[src/onoff_defs.svh]
`ifndef ONOFF_DEFS_SVH
`define ONOFF_DEFS_SVH

// ----------------------------------------------------------------------
// timing
// ----------------------------------------------------------------------
`define CLK_MHZ         40
`define DEB_SHORT_US    100
`define DEB_SHORT_CYC   (`DEB_SHORT_US * `CLK_MHZ)
`define DEB_LONG_MS     30
`define DEB_LONG_CYC    (`DEB_LONG_MS * 1000 * `CLK_MHZ)
`define MANUAL_RESET_FLAG_SHORT_S    8
`define MANUAL_RESET_FLAG_SHORT_CYC  (`MANUAL_RESET_FLAG_SHORT_S * 1000000 * `CLK_MHZ)
`define MANUAL_RESET_FLAG_LONG_S     16
`define MANUAL_RESET_FLAG_LONG_CYC   (`MANUAL_RESET_FLAG_LONG_S * 1000000 * `CLK_MHZ)
`define SLOT_LAST       4'h7

// ----------------------------------------------------------------------
// register offsets (byte addresses)
// ----------------------------------------------------------------------
`define OFS_CFG_A       6'h00
`define OFS_CFG_B       6'h04
`define OFS_INT_MASK    6'h08
`define OFS_INT_FLAG    6'h0c
`define OFS_ERC         6'h10
`define OFS_STATUS      6'h14

// ----------------------------------------------------------------------
// fields and reset values
// ----------------------------------------------------------------------
`define CFGA_W          5
`define CFGA_RST        5'h00
`define MASK_RST        2'h3
`define SYNC_RST        5'h11
`define MODE_PUSH       2'h0
`define MODE_SLIDE      2'h1
`define MODE_LOGIC      2'h2
`define CMD_SOFT_OFF    3'h1
`define CMD_STANDBY     3'h3
`define CMD_EXIT_STBY   3'h4
`define INT_FALL        0
`define INT_RISE        1
`define ERC_MANUAL_RESET_FLAG        0

`endif

[src/onoff_pkg.sv]
package onoff_pkg;

    typedef enum logic [2:0] {
        ST_SHDN, ST_WAKE, ST_PWRUP, ST_ON, ST_PWRDN, ST_STBY
    } state_e;

    typedef struct packed {
        logic       manual_reset_flag_long;
        logic       pullup_disable;
        logic [1:0] key_input_mode;
        logic       key_debounce_select;
    } cfg_a_s;

    typedef struct packed {
        logic       vld;
        logic [2:0] code;
    } cmd_s;

endpackage

[src/key_debounce.sv]
`timescale 1ns/1ps
`default_nettype none
`include "onoff_defs.svh"

module key_debounce #(
    parameter int unsigned LONG_CYC = `DEB_LONG_CYC
) (
    input  wire logic i_clk,
    input  wire logic i_rstn,
    input  wire logic i_raw,
    input  wire logic i_long,
    output var  logic o_deb
);
    localparam logic [20:0] SHORT_LIM = 21'(`DEB_SHORT_CYC - 1);
    localparam logic [20:0] LONG_LIM  = 21'(LONG_CYC - 1);

    logic [20:0] cnt_r;
    logic [20:0] limit;

    assign limit = i_long ? LONG_LIM : SHORT_LIM;

    // any return to the output level restarts the count, so bounces on
    // either edge are rejected
    always_ff @(posedge i_clk) begin
        if (!i_rstn) begin
            cnt_r <= 21'h0;
            o_deb <= 1'b1;
        end else if (i_raw == o_deb) begin
            cnt_r <= 21'h0;
        end else if (cnt_r == limit) begin
            cnt_r <= 21'h0;
            o_deb <= i_raw;
        end else begin
            cnt_r <= cnt_r + 21'h1;
        end
    end
endmodule
`default_nettype wire

[src/hold_timer.sv]
`timescale 1ns/1ps
`default_nettype none
`include "onoff_defs.svh"

module hold_timer #(
    parameter int unsigned SHORT_CYC = `MANUAL_RESET_FLAG_SHORT_CYC,
    parameter int unsigned LONG_CYC  = `MANUAL_RESET_FLAG_LONG_CYC
) (
    input  wire logic i_clk,
    input  wire logic i_rstn,
    input  wire logic i_active,
    input  wire logic i_long,
    output var  logic o_done
);
    localparam logic [29:0] SHORT_LIM = 30'(SHORT_CYC - 1);
    localparam logic [29:0] LONG_LIM  = 30'(LONG_CYC - 1);

    logic [29:0] cnt_r;
    logic [29:0] limit;

    assign limit  = i_long ? LONG_LIM : SHORT_LIM;
    // compare with >= so a switch to the shorter time mid-count still ends
    assign o_done = i_active && cnt_r >= limit;

    always_ff @(posedge i_clk) begin
        if (!i_rstn || !i_active) begin
            cnt_r <= 30'h0;
        end else if (cnt_r < limit) begin
            cnt_r <= cnt_r + 30'h1;
        end
    end
endmodule
`default_nettype wire

[src/onkey_onoff_controller.sv]
// Local design decisions: register access over Wishbone and the register addresses.
`timescale 1ns/1ps
`default_nettype none
`include "onoff_defs.svh"

// How it works
// on-key is active low, debounced, duration chosen by debounce select
// mode field: 0 push-button, 1 slide-switch, 2 logic level
// push-button and slide-switch: debounced falling edge starts power-up
// logic mode: low level powers up, high level powers down
// logic mode skips the debounce filter and uses the raw level
// manual reset is looked at only in Resource On
// push-button held low for hold time: power down to Shutdown
// slide-switch held high for hold time: power down to Shutdown
// logic mode: no hold timer, high level powers down at once
// every key manual reset sets the manual reset flag
// debounce acts on both edges, needs a full stable period
// pull-up on when disable bit is 0, off when 1
// separate rise and fall key interrupts, each with own mask bit
// open-drain interrupt pin low while any unmasked flag pends
// host firmware unmasks the interrupts it needs
// wake from Shutdown passes wake, fault check, power-up to On
// manual reset in On powers down back to Shutdown
// host turns off by soft-off command or by key high
// command 3 powers slots down into Standby, bias stays alive
// command 4 in Standby goes back through wake to On
// subordinate systems should choose logic mode in configuration
// debounce select picks 100 us or 30 ms
// manual reset hold time selectable 8 s or 16 s
// wake on debounced fall, logic low, or cold-reset wake flag
// wake proceeds only with undervoltage, overvoltage, thermal clear
// hold timer restarts when key leaves the asserting level
module onkey_onoff_controller
    import onoff_pkg::*;
#(
    parameter int unsigned DEB_LONG_CYC   = `DEB_LONG_CYC,
    parameter int unsigned MANUAL_RESET_FLAG_SHORT_CYC = `MANUAL_RESET_FLAG_SHORT_CYC,
    parameter int unsigned MANUAL_RESET_FLAG_LONG_CYC  = `MANUAL_RESET_FLAG_LONG_CYC
) (
    input  wire logic        i_clk,
    input  wire logic        i_rstn,
    input  wire logic        i_wb_cyc,
    input  wire logic        i_wb_stb,
    input  wire logic        i_wb_we,
    input  wire logic [7:0]  i_wb_adr,
    input  wire logic [31:0] i_wb_dat,
    input  wire logic [3:0]  i_wb_sel,
    output var  logic [31:0] o_wb_dat,
    output var  logic        o_wb_ack,
    input  wire logic        i_on_key_n,
    input  wire logic        i_undervoltage,
    input  wire logic        i_overvoltage,
    input  wire logic        i_thermal_overload,
    input  wire logic        i_cold_wake,
    input  wire logic        i_irq_out_n,
    output var  logic        o_irq_out_n,
    output var  logic        o_irq_out_n_oe,
    output var  logic        o_pullup_en,
    output var  logic        o_bias_en,
    output var  logic [3:0]  o_slot_en
);

    // ------------------------------------------------------------------
    // pin synchronisers
    // ------------------------------------------------------------------
    logic [4:0] async_in;
    logic [4:0] sync1_r;
    logic [4:0] sync2_r;
    logic       key_s;
    logic [2:0] fault_s;
    logic       irq_pin_s;

    assign async_in = {i_irq_out_n, i_thermal_overload, i_overvoltage,
                       i_undervoltage, i_on_key_n};

    // key and interrupt wire reset to their released (high) level
    localparam logic [4:0] SYNC_INIT = `SYNC_RST;

    genvar g;
    generate
        for (g = 0; g < 5; g++) begin : g_sync
            always_ff @(posedge i_clk) begin
                if (!i_rstn) begin
                    sync1_r[g] <= SYNC_INIT[g];
                    sync2_r[g] <= SYNC_INIT[g];
                end else begin
                    sync1_r[g] <= async_in[g];
                    sync2_r[g] <= sync1_r[g];
                end
            end
        end
    endgenerate

    assign key_s     = sync2_r[0];
    assign fault_s   = sync2_r[3:1];
    assign irq_pin_s = sync2_r[4];

    // ------------------------------------------------------------------
    // registers and bus state
    // ------------------------------------------------------------------
    cfg_a_s     cfg_a_r;
    cmd_s       cmd_r;
    logic [1:0] int_mask_r;
    logic [1:0] int_flag_r;
    logic [3:0] erc_r;
    state_e     state_r;
    state_e     target_r;
    logic [3:0] tick_r;

    logic       wr_acc;
    logic       rd_byte0;
    logic [5:0] ofs;
    logic [31:0] rd_val;

    assign ofs      = {i_wb_adr[5:2], 2'b00};
    assign wr_acc   = i_wb_cyc && i_wb_stb && i_wb_we && !o_wb_ack;
    assign rd_byte0 = wr_acc && i_wb_sel[0];

    // ------------------------------------------------------------------
    // key path
    // ------------------------------------------------------------------
    logic is_logic;
    logic is_push;
    logic is_slide;
    logic key_deb;
    logic key_eff;
    logic key_eff_d_r;
    logic key_fell;
    logic key_rose;
    logic manual_reset_flag_active;
    logic manual_reset_flag_done;
    logic manual_reset_flag_req;
    logic wake_req;
    logic faults;

    assign is_push  = cfg_a_r.key_input_mode == `MODE_PUSH;
    assign is_slide = cfg_a_r.key_input_mode == `MODE_SLIDE;
    assign is_logic = cfg_a_r.key_input_mode == `MODE_LOGIC;

    key_debounce #(
        .LONG_CYC (DEB_LONG_CYC)
    ) u_deb (
        .i_clk  (i_clk),
        .i_rstn (i_rstn),
        .i_raw  (key_s),
        .i_long (cfg_a_r.key_debounce_select),
        .o_deb  (key_deb)
    );

    // logic mode trades glitch rejection for zero delay
    assign key_eff  = is_logic ? key_s : key_deb;
    assign key_fell = key_eff_d_r && !key_eff;
    assign key_rose = !key_eff_d_r && key_eff;

    always_ff @(posedge i_clk) begin
        if (!i_rstn) begin
            key_eff_d_r <= 1'b1;
        end else begin
            key_eff_d_r <= key_eff;
        end
    end

    // timer runs only in Resource On, at the mode's asserting level
    assign manual_reset_flag_active = state_r == ST_ON &&
                         ((is_push && !key_deb) ||
                          (is_slide && key_deb));

    hold_timer #(
        .SHORT_CYC (MANUAL_RESET_FLAG_SHORT_CYC),
        .LONG_CYC  (MANUAL_RESET_FLAG_LONG_CYC)
    ) u_manual_reset_flag (
        .i_clk    (i_clk),
        .i_rstn   (i_rstn),
        .i_active (manual_reset_flag_active),
        .i_long   (cfg_a_r.manual_reset_flag_long),
        .o_done   (manual_reset_flag_done)
    );

    assign manual_reset_flag_req = state_r == ST_ON &&
                      (manual_reset_flag_done || (is_logic && key_s));
    assign wake_req = (!is_logic && key_fell) ||
                      (is_logic && !key_s) || i_cold_wake;
    assign faults   = |erc_r[3:1];

    // ------------------------------------------------------------------
    // on/off controller
    // ------------------------------------------------------------------
    always_ff @(posedge i_clk) begin
        if (!i_rstn) begin
            state_r   <= ST_SHDN;
            target_r  <= ST_SHDN;
            tick_r    <= 4'h0;
            o_slot_en <= 4'h0;
        end else begin
            tick_r <= (tick_r == `SLOT_LAST) ? 4'h0 : tick_r + 4'h1;
            case (state_r)
                ST_SHDN: begin
                    if (wake_req) begin
                        state_r <= ST_WAKE;
                    end
                end
                ST_WAKE: begin
                    tick_r <= 4'h0;
                    state_r <= faults ? ST_SHDN : ST_PWRUP;
                end
                ST_PWRUP: begin
                    if (tick_r == `SLOT_LAST) begin
                        o_slot_en <= {o_slot_en[2:0], 1'b1};
                        if (o_slot_en[2]) begin
                            state_r <= ST_ON;
                        end
                    end
                end
                ST_ON: begin
                    tick_r <= 4'h0;
                    if (manual_reset_flag_req || (cmd_r.vld &&
                                     cmd_r.code == `CMD_SOFT_OFF)) begin
                        state_r  <= ST_PWRDN;
                        target_r <= ST_SHDN;
                    end else if (cmd_r.vld &&
                                 cmd_r.code == `CMD_STANDBY) begin
                        state_r  <= ST_PWRDN;
                        target_r <= ST_STBY;
                    end
                end
                ST_PWRDN: begin
                    if (tick_r == `SLOT_LAST) begin
                        o_slot_en <= {1'b0, o_slot_en[3:1]};
                        if (!o_slot_en[1]) begin
                            state_r <= target_r;
                        end
                    end
                end
                ST_STBY: begin
                    if (cmd_r.vld && cmd_r.code == `CMD_EXIT_STBY) begin
                        state_r <= ST_WAKE;
                    end
                end
                default: begin
                    state_r <= ST_SHDN;
                end
            endcase
        end
    end

    // ------------------------------------------------------------------
    // flags: a set in the same cycle as a clear wins
    // ------------------------------------------------------------------
    logic [1:0] int_set;
    logic [3:0] erc_set;

    assign int_set = {key_rose, key_fell};
    assign erc_set = {fault_s, manual_reset_flag_req};

    always_ff @(posedge i_clk) begin
        if (!i_rstn) begin
            int_flag_r <= 2'h0;
        end else begin
            int_flag_r <= (int_flag_r & ~((rd_byte0 &&
                          ofs == `OFS_INT_FLAG) ? i_wb_dat[1:0] : 2'h0))
                          | int_set;
        end
    end

    // cleared only by software or by i_rstn; shutdown keeps it for the next boot
    always_ff @(posedge i_clk) begin
        if (!i_rstn) begin
            erc_r <= 4'h0;
        end else begin
            erc_r <= (erc_r & ~((rd_byte0 && ofs == `OFS_ERC) ?
                      i_wb_dat[3:0] : 4'h0)) | erc_set;
        end
    end

    // ------------------------------------------------------------------
    // outputs
    // ------------------------------------------------------------------
    always_ff @(posedge i_clk) begin
        if (!i_rstn) begin
            o_irq_out_n    <= 1'b0;
            o_irq_out_n_oe <= 1'b0;
            // pull-up disable resets to 0, so the pull-up is on in reset
            o_pullup_en    <= 1'b1;
            o_bias_en      <= 1'b0;
        end else begin
            o_irq_out_n    <= 1'b0;
            o_irq_out_n_oe <= |(int_flag_r & ~int_mask_r);
            o_pullup_en    <= !cfg_a_r.pullup_disable;
            o_bias_en      <= state_r != ST_SHDN;
        end
    end

    // ------------------------------------------------------------------
    // wishbone slave: ack one cycle after the strobe, then a gap
    // ------------------------------------------------------------------
    always_comb begin
        rd_val = 32'h0000_0000;
        case (ofs)
            `OFS_CFG_A:    rd_val[4:0] = cfg_a_r;
            `OFS_INT_MASK: rd_val[1:0] = int_mask_r;
            `OFS_INT_FLAG: rd_val[1:0] = int_flag_r;
            `OFS_ERC:      rd_val[3:0] = erc_r;
            `OFS_STATUS:   rd_val[5:0] = {irq_pin_s, key_s, key_deb,
                                          state_r};
            default:       rd_val = 32'h0000_0000;
        endcase
    end

    always_ff @(posedge i_clk) begin
        if (!i_rstn) begin
            o_wb_ack <= 1'b0;
            o_wb_dat <= 32'h0000_0000;
        end else begin
            o_wb_ack <= i_wb_cyc && i_wb_stb && !o_wb_ack;
            o_wb_dat <= rd_val;
        end
    end

    always_ff @(posedge i_clk) begin
        if (!i_rstn) begin
            cfg_a_r    <= `CFGA_RST;
            int_mask_r <= `MASK_RST;
            cmd_r      <= '0;
        end else begin
            cmd_r.vld <= 1'b0;
            if (rd_byte0 && ofs == `OFS_CFG_A) begin
                cfg_a_r <= i_wb_dat[`CFGA_W-1:0];
            end
            if (rd_byte0 && ofs == `OFS_INT_MASK) begin
                int_mask_r <= i_wb_dat[1:0];
            end
            if (rd_byte0 && ofs == `OFS_CFG_B) begin
                cmd_r.vld  <= 1'b1;
                cmd_r.code <= i_wb_dat[2:0];
            end
        end
    end
endmodule
`default_nettype wire

[config.mk]
export PLATFORM = sky130hd
export DESIGN_NAME = onkey_onoff_controller
export DESIGN_NICKNAME = d
export VERILOG_FILES = /design/src/onoff_pkg.sv /design/src/key_debounce.sv /design/src/hold_timer.sv /design/src/onkey_onoff_controller.sv
export VERILOG_INCLUDE_DIRS = /design/src
export SDC_FILE = /design/constraint.sdc
export NUM_CORES = 1
export LEC_CHECK = 0
export ABC_AREA = 1
export BUFFER_PORTS_ARGS = -buffer_cell sky130_fd_sc_hd__buf_2
export CAP_MARGIN = 20
export CELL_PAD_IN_SITES_DETAIL_PLACEMENT = 0
export CELL_PAD_IN_SITES_GLOBAL_PLACEMENT = 1
export CORE_MARGIN = 8
export CORE_UTILIZATION = 37
export CTS_BUF_LIST = sky130_fd_sc_hd__clkbuf_16
export CTS_CLUSTER_DIAMETER = 30
export DETAILED_ROUTE_END_ITERATION = 7
export PLACE_DENSITY_LB_ADDON = 0.1
export SLEW_MARGIN = 20
export SYNTH_ARGS = -nofsm -noshare
export SYNTH_HDL_FRONTEND = slang
export SYNTH_SLANG_ARGS = --single-unit
[constraint.sdc]
create_clock -name i_clk -period 7.2 [get_ports i_clk]
set_clock_uncertainty 0.2 [all_clocks]
set_input_delay 0.72 -clock i_clk [delete_from_list [all_inputs] [get_ports i_clk]]
set_output_delay 0.72 -clock i_clk [all_outputs]
set_load 0.05 [all_outputs]
## Word-level counts from Yosys, hierarchy flattened

Index checks and enable logic that the tools add are counted.

- Bits in registers: 130
- Bits in latches: 0
- Bits in writable memories: 0
- ROM bits: 0
- Memories: 0

- $add $sub $neg: 3
- Multiply operators: 0
- Div/mod/pow operators: 0
- Order comparisons: 2
- Equal/unequal tests: 25
- Shift operators: 0
- Multiplexer cells: 24
- Bitwise logic cells: 10
- Reduce and logical (&&, ||, !) cells: 53

Operators with widths:

| kind | number |
|---|---|
| $add 30x1->30 const B | 1 |
| $ge 30x30->1 | 1 |
| $lt 30x30->1 | 1 |
| $mux 3 | 10 |
| $mux 30 | 1 |
| $logic_and 1x1->1 | 23 |
| $add 21x1->21 const B | 1 |
| $eq 21x21->1 | 1 |
| $mux 21 | 1 |
| $pmux 3 s6 | 1 |
| $mux 4 | 4 |
| $eq 4x3->1 const B | 3 |
| $ne 2x2->1 const B | 6 |
| $pmux 2 s5 | 1 |
| $eq 3x2->1 const B | 3 |
| $eq 3x3->1 const B | 3 |
| $logic_not 1->1 | 9 |
| $eq 4x2->1 const B | 2 |
| $pmux 4 s2 | 1 |
| $reduce_and 7->1 | 1 |
| $eq 3x1->1 const B | 2 |
| $logic_not 6->1 | 1 |
| $logic_or 1x1->1 | 6 |
| $pmux 2 s3 | 1 |
| 25 further kinds | 33 |

## Longest topological paths before layout

Gate-level depths: netlist (run 1).

- Depth in word-level cells: 10
- Gate-level depth with buffers: 19
- Depth with buffers taken out: 18

## Hierarchy

Synthesis (run 1) repeated with hierarchy kept, for this count alone.

- Cell total of the unflattened synthesis: 862
- Area, all modules: 5,845.6 um2

By module, submodules not included:

| module | times used | cells each | area an instance (um2) |
|---|---|---|---|
| onkey_onoff_controller | 1 | 306 | 2,333.5 |
| hold_timer | 1 | 389 | 2,331.0 |
| key_debounce | 1 | 167 | 1,181.1 |

## Worst setup path after synthesis (run 1)

No wires, ideal clock.

- Path kind: register to register
- From: reg cfg_a_r[4] in the netlist's numbering
- To: reg state_r[1]
- Data arrival time: 2,018 ps
- Data required time: 6,885 ps
- Path slack: 4,868 ps
- Stages on the path, launching flop included: 16
- Path buffers: 1
- Clock period less this slack: 2,332 ps
- Cells stage by stage: dfxtp_1 inv_1 ha_1 nand2_1 nor2_1 nand2_1 nor2_2 nand2_2 nand3_4 buf_8 nand2_2 o21ai_2 nor2_2 nand2_2 nand2_4 o21a_1

- Longest elaborated chain between the ends: 8
- Elaborated cells between the ends (all ways): 10
- Those cells by class: order compare (1); eq/ne (1); mux (3); reduce/logical (5)

RTL lines:

| item | RTL line | source |
|---|---|---|
| start: declaration | onkey_onoff_controller.sv:101 | `cfg_a_s cfg_a_r;` |
| start signal: assignment | onkey_onoff_controller.sv:321 | `` cfg_a_r <= `CFGA_RST; `` |
| start signal: assignment | onkey_onoff_controller.sv:327 | `` cfg_a_r <= i_wb_dat[`CFGA_W-1:0]; `` |
| $mux 30 * | hold_timer.sv:21 | `assign limit = i_long ? LONG_LIM : SHORT_LIM;` |
| $ge 30x30->1 * | hold_timer.sv:23 | `assign o_done = i_active && cnt_r >= limit;` |
| $logic_and 1x1->1 * | hold_timer.sv:23 |  |
| $logic_or 1x1->1 * | onkey_onoff_controller.sv:180 | `(manual_reset_flag_done \|\| (is_logic && key_s));` |
| $logic_and 1x1->1 * | onkey_onoff_controller.sv:179 | `assign manual_reset_flag_req = state_r == ST_ON &&` |
| $logic_or 1x1->1 * | onkey_onoff_controller.sv:216 | `if (manual_reset_flag_req \|\| (cmd_r.vld &&` |
| $ne 3x1->1 (no line) / $mux 3 (equally long branches) | n/a |  |
| $reduce_and 7->1 (no line) / $pmux 3 s6 (equally long branches) | n/a |  |
| end signal: assignment | onkey_onoff_controller.sv:204 | `state_r <= faults ? ST_SHDN : ST_PWRUP;` |
| end signal: assignment | onkey_onoff_controller.sv:230 | `state_r <= target_r;` |
| end: declaration | onkey_onoff_controller.sv:106 | `state_e state_r;` |

Mark *: on every way between the ends. The rest lies on a longest branch, timed or not.
A chain may end at the register's enable or synchronous reset.

## Worst setup path after layout (run 1)

- From: reg cfg_a_r[4] in the netlist's numbering
- To: reg u_manual_reset_flag.cnt_r[18]

- Longest elaborated chain between the ends: 2

RTL lines:

| item | RTL line | source |
|---|---|---|
| $mux 30 | hold_timer.sv:21 |  |
| $lt 30x30->1 | hold_timer.sv:28 | `end else if (cnt_r < limit) begin` |
| end signal: assignment | hold_timer.sv:29 | `cnt_r <= cnt_r + 30'h1;` |
| end: declaration | hold_timer.sv:18 | `logic [29:0] cnt_r;` |

No other way between the ends.

==> results of run 1 <==
synth_stat cells, types with 3 or more instances:
cell type and instances:
sky130_fd_sc_hd__nor3_1 23, sky130_fd_sc_hd__nor4_1 7, sky130_fd_sc_hd__xor2_1 13, sky130_fd_sc_hd__xnor2_1 4, sky130_fd_sc_hd__dfxtp_1 102, sky130_fd_sc_hd__o21ai_0 35
sky130_fd_sc_hd__nor2_2 5, sky130_fd_sc_hd__o211ai_1 3, sky130_fd_sc_hd__nor3b_1 4, sky130_fd_sc_hd__nor2_1 75, sky130_fd_sc_hd__nand2_2 6, sky130_fd_sc_hd__clkbuf_1 6
sky130_fd_sc_hd__a21oi_1 49, sky130_fd_sc_hd__a31oi_1 6, sky130_fd_sc_hd__nand2_1 132, sky130_fd_sc_hd__nand4_1 15, sky130_fd_sc_hd__o21ai_1 5, sky130_fd_sc_hd__nor2_4 4
sky130_fd_sc_hd__buf_4 27, sky130_fd_sc_hd__nand3_1 30, sky130_fd_sc_hd__or2_2 9, sky130_fd_sc_hd__inv_2 6, sky130_fd_sc_hd__inv_1 104, sky130_fd_sc_hd__ha_1 14
sequential cells by signal, indices dropped and copies added, names as in the netlist:
register,cells
erc_r,4
irq_pin_s,1
cmd_r,4
key_s,1
o_slot_en,4
o_bias_en,1
u_manual_reset_flag.cnt_r,30
o_pullup_en,1
cfg_a_r,5
int_mask_r,2
target_r,1
tick_r,4
o_wb_ack,1
u_deb.cnt_r,21
u_deb.o_deb,1
o_irq_out_n_oe,1
state_r,3
int_flag_r,2
o_wb_dat,6
key_eff_d_r,1
sync1_r,5
erc_set,3
report_power, final:
part           leakage (µW)  total [µW]  internal, µW  switching, µW
Clock              0.000139         484           243            241
Sequential         0.000826         594           582           12.0
Combinational       0.00138         151          39.6            111
Total               0.00235        1230           865            365
cell usage in the layout (no fill, tap or decap), types with 15 or more instances in the layout:
cell type and instances:
sky130_fd_sc_hd__nand3_1 30, sky130_fd_sc_hd__nor3_1 23, sky130_fd_sc_hd__o21ai_0 35, sky130_fd_sc_hd__nand2_1 132, sky130_fd_sc_hd__inv_1 104, sky130_fd_sc_hd__a21oi_1 49
sky130_fd_sc_hd__buf_2 34, sky130_fd_sc_hd__nor2_1 75, sky130_fd_sc_hd__conb_1 27, sky130_fd_sc_hd__nand4_1 15, sky130_fd_sc_hd__dfxtp_1 102
layer usage:
layer  up-vias  global-route usage [%]
met4         0                    4.68
met1      2054                    17.3
met5         -                       0
met2        70                    22.9
li1       2324                       -
met3        15                    3.93
cell type report:
type	instances	area, µm²
Clock buffer	9	225
Clock inverter	7	62.6
Fill cell	1474	8080
Inverter	110	413
Multi-Input combinational cell	491	2550
Sequential cell	102	2040
Tap cell	180	225
Timing Repair Buffer	34	170
kinds of logic after synthesis:
kind of cell | Yosys count
flops | 102
simple gates | 319
xor+xnor | 17
buf+inv | 146
fa+ha+maj | 14
other cells | 1
compound gates | 114
stage by stage:
step,std cells,setup slack [ps],hold WS (ps)
floorplan,739,4870,168
global placement,917,4240,195
detailed placement,917,4170,198
CTS,933,4160,217
global route,933,3940,231
finish,933,4200,216
worst paths after layout:
kind / end / cells past startpoint / start / slack, ps
worst max-delay path: u_manual_reset_flag.cnt_r[18] / 13 / cfg_a_r[4] / 4200
worst min-delay path: irq_pin_s / 1 / sync1_r[4] / 220
worst max register to register: u_manual_reset_flag.cnt_r[18] / 13 / cfg_a_r[4] / 4200
worst min register to register: irq_pin_s / 1 / sync1_r[4] / 220
worst max-delay path, delay by kind of cell (launching register included):
| family | cells | cell delay, ps |
|---|---|---|
| AND/OR/NAND/NOR | 6 | 880 |
| AO/OA/AOI/OAI | 5 | 710 |
| flip-flops | 1 | 510 |
| adder cells (fa/ha/maj) | 1 | 350 |
| buffers and inverters | 1 | 240 |
==> results.toml, run 1 <==
[run_status]
outcome = "finished clean"

[finish]
area_growth_syn_to_layout_pct = 10.3
drive_above_1_share_pct = 12.1
antenna-diode-count = 0
final_design_area_no_fill_mm2 = 0.00569
finish.utilization_pct = 41.3
num-nets-final = 817

[clock_network]
tritoncts.num_buffers = 9
insertion_delay_of_the_later_clocked_pin_in_the_worst_skew_pair_ps = 360
cts_post_setup_buffers_inserted = 0
cts-root-to-sink-buffers = 2
cts.clk_slew.worst_paths_ps = 80
cts_tree = "done"
cts_resizes = 0
clkSinkCount = 102
ctsRootBufferMaster = "sky130_fd_sc_hd__clkbuf_16"
cts_hold_buf = 0
ctsHtreeMaxLevel = 3

[sta]
slew-limit-headroom_pct = 51.5
timing.final.crit_share_pct = 41.6
tns_ps = 0
max_freq_ghz = 0.334
final-setup-viol-count = 0
hold_viol_final = 0
period_needed_ps = 3000
maxSlewViolCount = 0
rsz_0062_raised_after_global_routing = "no"
timing_worst_slew_pin_value_ps = 726

[pwr]
powerDensity_mw_per_mm2 = 216
design_power_total_uw = 1230
peakVddDrop_mv = 0.119
static-leakage-power_uw = 0.00235

[placed_design]
gp_routability_congestion = 0.801
io_buffers = 34
placed_wire_length_estimate_mm = 9.37
cell_area_placed_mm2 = 0.00541

[routing]
met3RoutedLength_um = 467
drt_iter0_markers = 279
top_layer_used = "met4"
via_per_instance_ratio = 4.78
drt.antenna.violating_nets = 0
detail_route.wirelength.met1_mm = 5.96
wl_met2_mm = 5.74
wl_per_cell_um = 13.2
drt_wl_total_mm = 12.4
drcViolationCount = 0
first_pass_iters = 4
dr_total_vias = 4463

[synth]
yosysTopAreaCellShare_pct = 39.6
synth.top_cells.by_area = "sky130_fd_sc_hd__dfxtp_1 40%, sky130_fd_sc_hd__nand2_1 9.6%, sky130_fd_sc_hd__inv_1 7.6%"
synth_top_family_by_area = "simple AND/OR/NAND/NOR gates"
synth.avg_cell_area_um2 = 7.24
post_syn_instances = 713
synth_compound_gate_area_share_pct = 12.6
synth.yosys.seq_area_share_pct = 39.6
count_of_flip_flops_with_a_built_in_enable_after_synthesis = 0
synth_area_mm2 = 0.00516
ys_seq_elements = 102
yosys.cell_types.count = 45
synthDominantAreaCellType = "sky130_fd_sc_hd__dfxtp_1"
post_synth_and_or_nand_nor_area_fraction_pct = 28.7
synth_fa_ha_area_share_pct = 3.39
yosysWarnings = 0
synth.area.mux_share_pct = 0
synth-async-reset-ratio_pct = 0
synth_flop_cell = "sky130_fd_sc_hd__dfxtp_1"
synth_xor_xnor_area_share_pct = 2.88

[critical_path]
critPathMaxFanout = 11
arrival_time_at_the_worst_endpoint_ps = 3050
critical_path.cell_chain = "inv_1, ha_1, a21oi_1, o21ai_0, a21oi_2, nand3_4, nor2_4, nand2_1, nor2_1, nand2_1, nor2_1, a21oi_1, o21a_1"
timing.critical_path.slowest_cell_delay_ps = 510
timing.setup.critical_path_class = "reg -> reg"
startpoint_type = "register"
crit_path_top_delay_cell = "sky130_fd_sc_hd__dfxtp_1"
worstPathRequired_ps = 7260
end_kind = "register"

[global_routing]
antenna_violations_before_repair = 0
global_route.overflow_total = 0
overall_routing_resource_usage_pct = 14.0
grt_pass1_vias = 4304
first_pass_grt_wire_length_mm = 20.5
grt_max_degree = 30

[floorplanning]
dieWidth_um = 134
fp-row-count = 43
die_area_mm2 = 0.0180
initial_core_util_pct = 37.5
boundaryPins = 96
die_y_um = 134
core_mm2 = 0.0138

[worst_hold_path]
worstHoldPathType = "reg -> reg"

[run]
max-cap-violations = 0
(Power assumes the default switching activity.)
==> inputs of run 2 (changes only) <==
ABC_AREA = 0   (was 1)
clock period = 2.8 ns   (was 7.2 ns; I/O delays follow)
==> run 2 against run 1 <==
Net effect: sequential power grew to 2.6 times the previous value; clock power grew to 2.6 times the previous value; synthesized cell count is 15% lower; register-to-register slack worse by 4200 ps; die area is 1.9% lower; largest power group unchanged.
==> results.toml, run 2 <==
[synth]
yosys.cell_types.count = 55
cell_types_with_the_highest_counts_after_synthesis = "102 x sky130_fd_sc_hd__dfxtp_1, 81 x sky130_fd_sc_hd__nor2_1, 51 x sky130_fd_sc_hd__nand2_1"
ys_seq_elements = 102
count_of_flip_flops_with_a_built_in_enable_after_synthesis = 0
post_syn_instances = 605
yosysWarnings = 0
synth_area_mm2 = 0.00505
synth.top_cells.by_area = "sky130_fd_sc_hd__dfxtp_1 40%, sky130_fd_sc_hd__nor2_1 6.0%, sky130_fd_sc_hd__a21oi_1 4.3%"
synth_flop_cell = "sky130_fd_sc_hd__dfxtp_1"
synth-async-reset-ratio_pct = 0
synth.avg_cell_area_um2 = 8.35
synth_most_common_cell = "sky130_fd_sc_hd__dfxtp_1"
synth.yosys.seq_area_share_pct = 40.4
synthDominantAreaCellType = "sky130_fd_sc_hd__dfxtp_1"
yosysTopAreaCellShare_pct = 40.4

[routing]
drt_wl_total_mm = 12.6
first_pass_iters = 4
drt_iter0_markers = 278
wl_per_cell_um = 14.9
drt.antenna.violating_nets = 0
drcViolationCount = 0
via_per_instance_ratio = 5.21
dr_total_vias = 4400

[clock_network]
insertion_delay_of_the_later_clocked_pin_in_the_worst_skew_pair_ps = 350
ctsHtreeMaxLevel = 3
cts_tree = "done"
cts.clk_slew.worst_paths_ps = 70
cts-root-to-sink-buffers = 2
ctsRootBufferMaster = "sky130_fd_sc_hd__clkbuf_16"
clkSinkCount = 102
tritoncts.num_buffers = 9

[worst_hold_path]
hold_path_depth = 3
worstHoldPathType = "in -> reg"
launch_instance_of_the_worst_min_delay_path = "i_wb_dat[1]"
hold_path_end = "int_mask_r[1]"

[floorplanning]
dieWidth_um = 133
initial_core_util_pct = 38.0
die_y_um = 133
die_area_mm2 = 0.0176
core_mm2 = 0.0133
boundaryPins = 96
fp-row-count = 42

[sta]
timing.final.crit_share_pct = 98.3
timing_worst_slew_pin_value_ps = 654
final_critical_path_setup_slack_ps = 48.5
slew-limit-headroom_pct = 56.0
max_freq_ghz = 0.363
period_needed_ps = 2750
rsz_0062_raised_after_global_routing = "yes"
hold_viol_final = 0
final-setup-viol-count = 0
maxSlewViolCount = 0

[global_routing]
grt_max_degree = 29
global_route.overflow_total = 0
grt_pass1_vias = 4375
first_pass_grt_wire_length_mm = 21.4
antenna_violations_before_repair = 0
overall_routing_resource_usage_pct = 14.5

[finish]
drive_above_1_share_pct = 17.7
area_growth_syn_to_layout_pct = 19.4
finish.utilization_pct = 45.4
layout_common_cells = "100 x sky130_fd_sc_hd__dfxtp_1, 81 x sky130_fd_sc_hd__nor2_1, 51 x sky130_fd_sc_hd__nand2_1, 36 x sky130_fd_sc_hd__a21oi_1, 34 x sky130_fd_sc_hd__buf_2"
leading_cell_type_in_the_layout_fill_and_taps_excluded = "sky130_fd_sc_hd__dfxtp_1"
register_containing_the_most_flip_flops_in_the_final_layout = "u_manual_reset_flag.cnt_r"
layout_top_registers = "u_manual_reset_flag.cnt_r (30), u_deb.cnt_r (21), o_wb_dat (6)"
num-nets-final = 732
largest_reg_flops = 30
antenna-diode-count = 0

[critical_path]
critPathMaxFanout = 6
end_kind = "register"
startpoint_type = "register"
worstPathRequired_ps = 2890
crit_path_top_delay_cell = "sky130_fd_sc_hd__or4_4"
timing.critical_path.slowest_cell_delay_ps = 500
critical_path.cell_chain = "buf_6, ha_4, o21a_1, o211ai_1, nand3_1, buf_4, or3_4, clkbuf_16, or4_4, a21oi_2"
worst-r2r-setup-slack_ps = 50
rr_endpoint = "u_manual_reset_flag.cnt_r[21]"
timing.setup.critical_path_class = "reg -> reg"
worstRegToRegCells = 10
reg2reg_from = "cfg_a_r[4]"
arrival_time_at_the_worst_endpoint_ps = 2840

[pwr]
switching_share_pct = 29.5
powerDensity_mw_per_mm2 = 532
static-leakage-power_uw = 0.00224
power_share_of_the_sequential_group_pct = 48.5
intPower_uw = 2260
power_frac_comb_pct = 13.0
peakVddDrop_mv = 0.379
p_clk_share_pct = 38.5
net-switching-power_uw = 947

[placed_design]
place_worst_setup_slack_ps = -204
gp_routability_congestion = 0.781
placed_wire_length_estimate_mm = 8.84
io_buffers = 34

[run]
max-cap-violations = 0

[run_status]
outcome = "finished clean"
-- run 2: through the flow --
stage                     cell area, µm²  power (µW)  std cells  setup TNS (ps)  hold WS [ps]
final                               6030        3210        844               0          32.9
after global routing                6030        3350        844            -261          37.1
after floorplan                     5150        1920        631               0           170
after CTS                           5910        3250        842               0          15.2
after global placement              5460        2000        816            -670           188
after detailed placement            5460        2000        816           -1690           201
-- run 2: logic make-up (layout without fill, tap and decap cells) --
group | after synthesis | after routing | share of synthesized area [%]
AOI/OAI and AO/OA | 106 | 106 | 13.5
muxes | 17 | 17 | 3.37
DFF | 102 | 102 | 40.4
and+or+nand+nor | 267 | 267 | 27.0
other | 1 | 27 | 0.0743
adders and majority gates | 14 | 14 | 3.47
buffers and inverters | 73 | 110 | 7.80
xor gates and xnor gates | 25 | 25 | 4.34
-- run 2: area by class of cell --
class	count	area, µm²
Fill cell	1354	7260
Multi-Input combinational cell	456	2830
Sequential cell	102	2040
Timing Repair Buffer	75	569
Clock buffer	9	225
Tap cell	176	220
Inverter	19	73.8
Clock inverter	7	66.3
-- run 2: power by group through the flow --
stage,sequential [µW],clock (µW),combinational (µW)
3_3_place_gp,1590,0,404
5_1_grt,1570,1330,458
2_1_floorplan,1580,0,336
4_1_cts,1550,1280,416
6_report,1560,1240,416
3_5_place_dp,1590,0,407
-- run 2: how the worst max path moves through the flow --
| stage | to | start | depth (start not counted) |
|---|---|---|---|
| after floorplan | u_manual_reset_flag.cnt_r[23] | cfg_a_r[4] | 11 |
| after global placement | u_manual_reset_flag.cnt_r[10] | cfg_a_r[4] | 8 |
| after detailed placement | u_manual_reset_flag.cnt_r[10] | cfg_a_r[4] | 8 |
| after CTS | u_manual_reset_flag.cnt_r[17] | cfg_a_r[4] | 10 |
| after global routing | u_manual_reset_flag.cnt_r[18] | cfg_a_r[4] | 10 |
| final | u_manual_reset_flag.cnt_r[21] | cfg_a_r[4] | 10 |
-- run 2: worst max-delay path: cells and delay by family (launching register included) --
kind	cells	cell delay [ps]
DFF	1	360
buffers and inverters	3	490
adders and majority gates	1	210
and+or+nand+nor	3	1040
AOI/OAI and AO/OA	3	380
-- run 2: timing repair --
item	CTS	global route
gates cloned	1	1
resized for setup	7	19
setup buffers	1	1
pin swaps	4	15
hold buffers	8	0
endpoints found under the setup margin	18	17
hold endpoints to repair	8	0
-- run 2: layer usage --
layer / global-route usage (%) / share of wire [%]
met4: 4.73 / 0.60
met2: 23.1 / 48
met1: 18.6 / 48
met5: 0 / 0
met3: 3.86 / 3.8
==> inputs of run 3 (changes only) <==
CORE_MARGIN = 1   (was 8)
SYNTH_HIERARCHICAL = 1   (was default)
==> run 3 against run 2 <==
Net effect: via count fell by 1.8%; clock power decreased by 4%; design area is 0.35% lower; critical path depth did not move; total power is 8.3% lower; maximum frequency increased by 1.9%; first-iteration DRC count down 21%; critical path type unchanged; highest routed layer unchanged.
==> results.toml, run 3 <==
[run_status]
outcome = "finished clean"

[routing]
via_per_instance_ratio = 5.21
first_pass_iters = 4
dr_total_vias = 4321
drt_wl_total_mm = 11.9
drt_iter0_markers = 220
drt.antenna.violating_nets = 0
drcViolationCount = 0
wl_per_cell_um = 14.4

[finish]
area_growth_syn_to_layout_pct = 14.7
fillCellCount = 1361
largest_reg_flops = 30
register_containing_the_most_flip_flops_in_the_final_layout = "u_manual_reset_flag/cnt_r"
drive_above_1_share_pct = 16.0
final_design_area_no_fill_mm2 = 0.00601
layout_top_registers = "u_manual_reset_flag/cnt_r (30), u_deb/cnt_r (21), o_wb_dat (6)"
num-nets-final = 713
antenna-diode-count = 0
layout_common_cells = "101 x sky130_fd_sc_hd__dfxtp_1, 52 x sky130_fd_sc_hd__nor2_1, 44 x sky130_fd_sc_hd__nand2_1, 34 x sky130_fd_sc_hd__buf_2, 28 x sky130_fd_sc_hd__a21oi_1"
leading_cell_type_in_the_layout_fill_and_taps_excluded = "sky130_fd_sc_hd__dfxtp_1"
finish.utilization_pct = 43.5

[worst_hold_path]
hold_path_depth = 2
worstHoldPathType = "in -> reg"

[critical_path]
startpoint_type = "register"
worst-r2r-setup-slack_ps = 100
rr_endpoint = "state_r[0]"
critPathMaxFanout = 6
worstRegToRegCells = 10
reg2reg_from = "cfg_a_r[4]"
crit_path_start = "cfg_a_r[4]"
end_kind = "register"
arrival_time_at_the_worst_endpoint_ps = 2760
timing.setup.critical_path_class = "reg -> reg"
worstPathRequired_ps = 2860
crit_path_top_delay_cell = "sky130_fd_sc_hd__or3_1"
timing.critical_path.slowest_cell_delay_ps = 370
critical_path.cell_chain = "buf_4, ha_1, and4b_1, and4_4, o311ai_4, nand3_2, and2_4, nor4_4, or3_1, o32ai_2"
crit_path_end = "state_r[0]"

[synth]
synth_area_mm2 = 0.00524
ys_seq_elements = 102
synth_xor_xnor_area_share_pct = 4.85
synth_top_family_by_area = "simple AND/OR/NAND/NOR gates"
synth.area.mux_share_pct = 3.29
synth_flop_cell = "sky130_fd_sc_hd__dfxtp_1"
yosysTopAreaCellShare_pct = 39.0
post_syn_instances = 595
cell_types_with_the_highest_counts_after_synthesis = "102 x sky130_fd_sc_hd__dfxtp_1, 53 x sky130_fd_sc_hd__nor2_1, 44 x sky130_fd_sc_hd__nand2_1"
synth_most_common_cell = "sky130_fd_sc_hd__dfxtp_1"
post_synth_and_or_nand_nor_area_fraction_pct = 30.0
synth_fa_ha_area_share_pct = 3.34
synthDominantAreaCellType = "sky130_fd_sc_hd__dfxtp_1"
synth_compound_gate_area_share_pct = 12.5
yosys.cell_types.count = 75
count_of_flip_flops_with_a_built_in_enable_after_synthesis = 0
synth.avg_cell_area_um2 = 8.81
synth.yosys.seq_area_share_pct = 39.0
synth.top_cells.by_area = "sky130_fd_sc_hd__dfxtp_1 39%, sky130_fd_sc_hd__buf_4 3.9%, sky130_fd_sc_hd__nor2_1 3.8%"
synth-async-reset-ratio_pct = 0
yosysWarnings = 6

[sta]
timing.final.crit_share_pct = 96.4
final_critical_path_setup_slack_ps = 101
final-setup-viol-count = 0
hold_viol_final = 0
period_needed_ps = 2700
tns_ps = 0
maxSlewViolCount = 0
rsz_0062_raised_after_global_routing = "yes"
max_freq_ghz = 0.371
slew-limit-headroom_pct = 47.4
timing_worst_slew_pin_value_ps = 787

[placed_design]
placed_wire_length_estimate_mm = 8.26
place_worst_setup_slack_ps = 101
gp_routability_congestion = 0.752
cell_area_placed_mm2 = 0.00561
io_buffers = 34

[global_routing]
global_route.overflow_total = 0
grt_max_degree = 32
antenna_violations_before_repair = 0
grt_pass1_vias = 4010
overall_routing_resource_usage_pct = 17.1
first_pass_grt_wire_length_mm = 19.8

[floorplanning]
core_mm2 = 0.0138
die_area_mm2 = 0.0146
fp-row-count = 43
dieWidth_um = 121
initial_core_util_pct = 37.9
boundaryPins = 96
die_y_um = 121

[clock_network]
cts_tree = "done"
cts-root-to-sink-buffers = 2
ctsHtreeMaxLevel = 3
tritoncts.num_buffers = 9
insertion_delay_of_the_later_clocked_pin_in_the_worst_skew_pair_ps = 350
ctsRootBufferMaster = "sky130_fd_sc_hd__clkbuf_16"
cts.clk_slew.worst_paths_ps = 70
clkSinkCount = 102

[pwr]
peakVddDrop_mv = 0.337
powerDensity_mw_per_mm2 = 489
static-leakage-power_uw = 0.00214

[run]
max-cap-violations = 0
## run 3: cell types whose count changed in the layout (fill, tap and decap cells not counted), moves of 11 or more
cell                      previous run  this run
sky130_fd_sc_hd__nor2_1             81        52
sky130_fd_sc_hd__nor3_1              8        27
sky130_fd_sc_hd__or3_1               4        18
sky130_fd_sc_hd__nand3_1            32        19
sky130_fd_sc_hd__buf_4              28        17
sky130_fd_sc_hd__o21ai_0             9        20
## run 3: worst min path at each step
stage / startpoint / endpoint / slack (ps)
floorplan: cfg_a_r[3] / o_pullup_en / 170
global placement: cfg_a_r[3] / o_pullup_en / 190
detailed placement: cfg_a_r[3] / o_pullup_en / 190
CTS: i_rstn / key_s / 0.2
global route: i_rstn / sync1_r[0] / 20
finish: i_rstn / key_s / 20
## run 3: cell type report
type	count	area, µm²	share of cell area (%)
clock buffers	9	225	3.75
inverters	19	71.3	1.19
repair buffers	61	408	6.79
multi-input cells	451	2980	49.7
flip-flops and latches	102	2050	34.0
well taps	180	225	3.75
clock inverters	7	50.0	0.833
## run 3: layer usage
| layer | track usage (%) | part of all wire [%] |
|---|---|---|
| met1 | 22.3 | 50 |
| met2 | 27.8 | 46 |
| met3 | 4.32 | 3.1 |
| met4 | 4.86 | 1.1 |
| met5 | 0 | 0 |
## run 3: cells by family after synthesis
family,after synthesis
AND/OR/NAND/NOR,267
adder cells (fa/ha/maj),14
flip-flops,102
XOR/XNOR,29
other,1
buffers and inverters,68
AO/OA/AOI/OAI,97
multiplexers,17
## run 3: power by group
part	leakage (µW)	switching, µW	internal [µW]
Clock	0.000133	582	605
Sequential	0.000826	12.5	1470
Combinational	0.00118	193	76.4
Total	0.00214	788	2150
## run 3: through the flow
stage | hold slack [ps] | std cells | power, µW
2_1_floorplan | 171 | 621 | 1740
3_3_place_gp | 187 | 801 | 1770
3_5_place_dp | 187 | 801 | 1780
4_1_cts | 0.204 | 826 | 2980
5_1_grt | 17.4 | 829 | 3070
6_report | 15.1 | 829 | 2940
## run 3: what timing repair did
item,in CTS,in global routing
hold buffers,9,0
setup endpoints to repair,0,6
gates resized for setup,0,2
hold endpoints to repair,10,0
setup buffers,0,3
## run 3: worst max-delay path, delay by kind of cell (launching register included)
family,cells,cell delay (ps)
AND/OR/NAND/NOR,6,1210
AO/OA/AOI/OAI,2,390
flip-flops,1,360
adder cells (fa/ha/maj),1,290
buffers and inverters,1,160
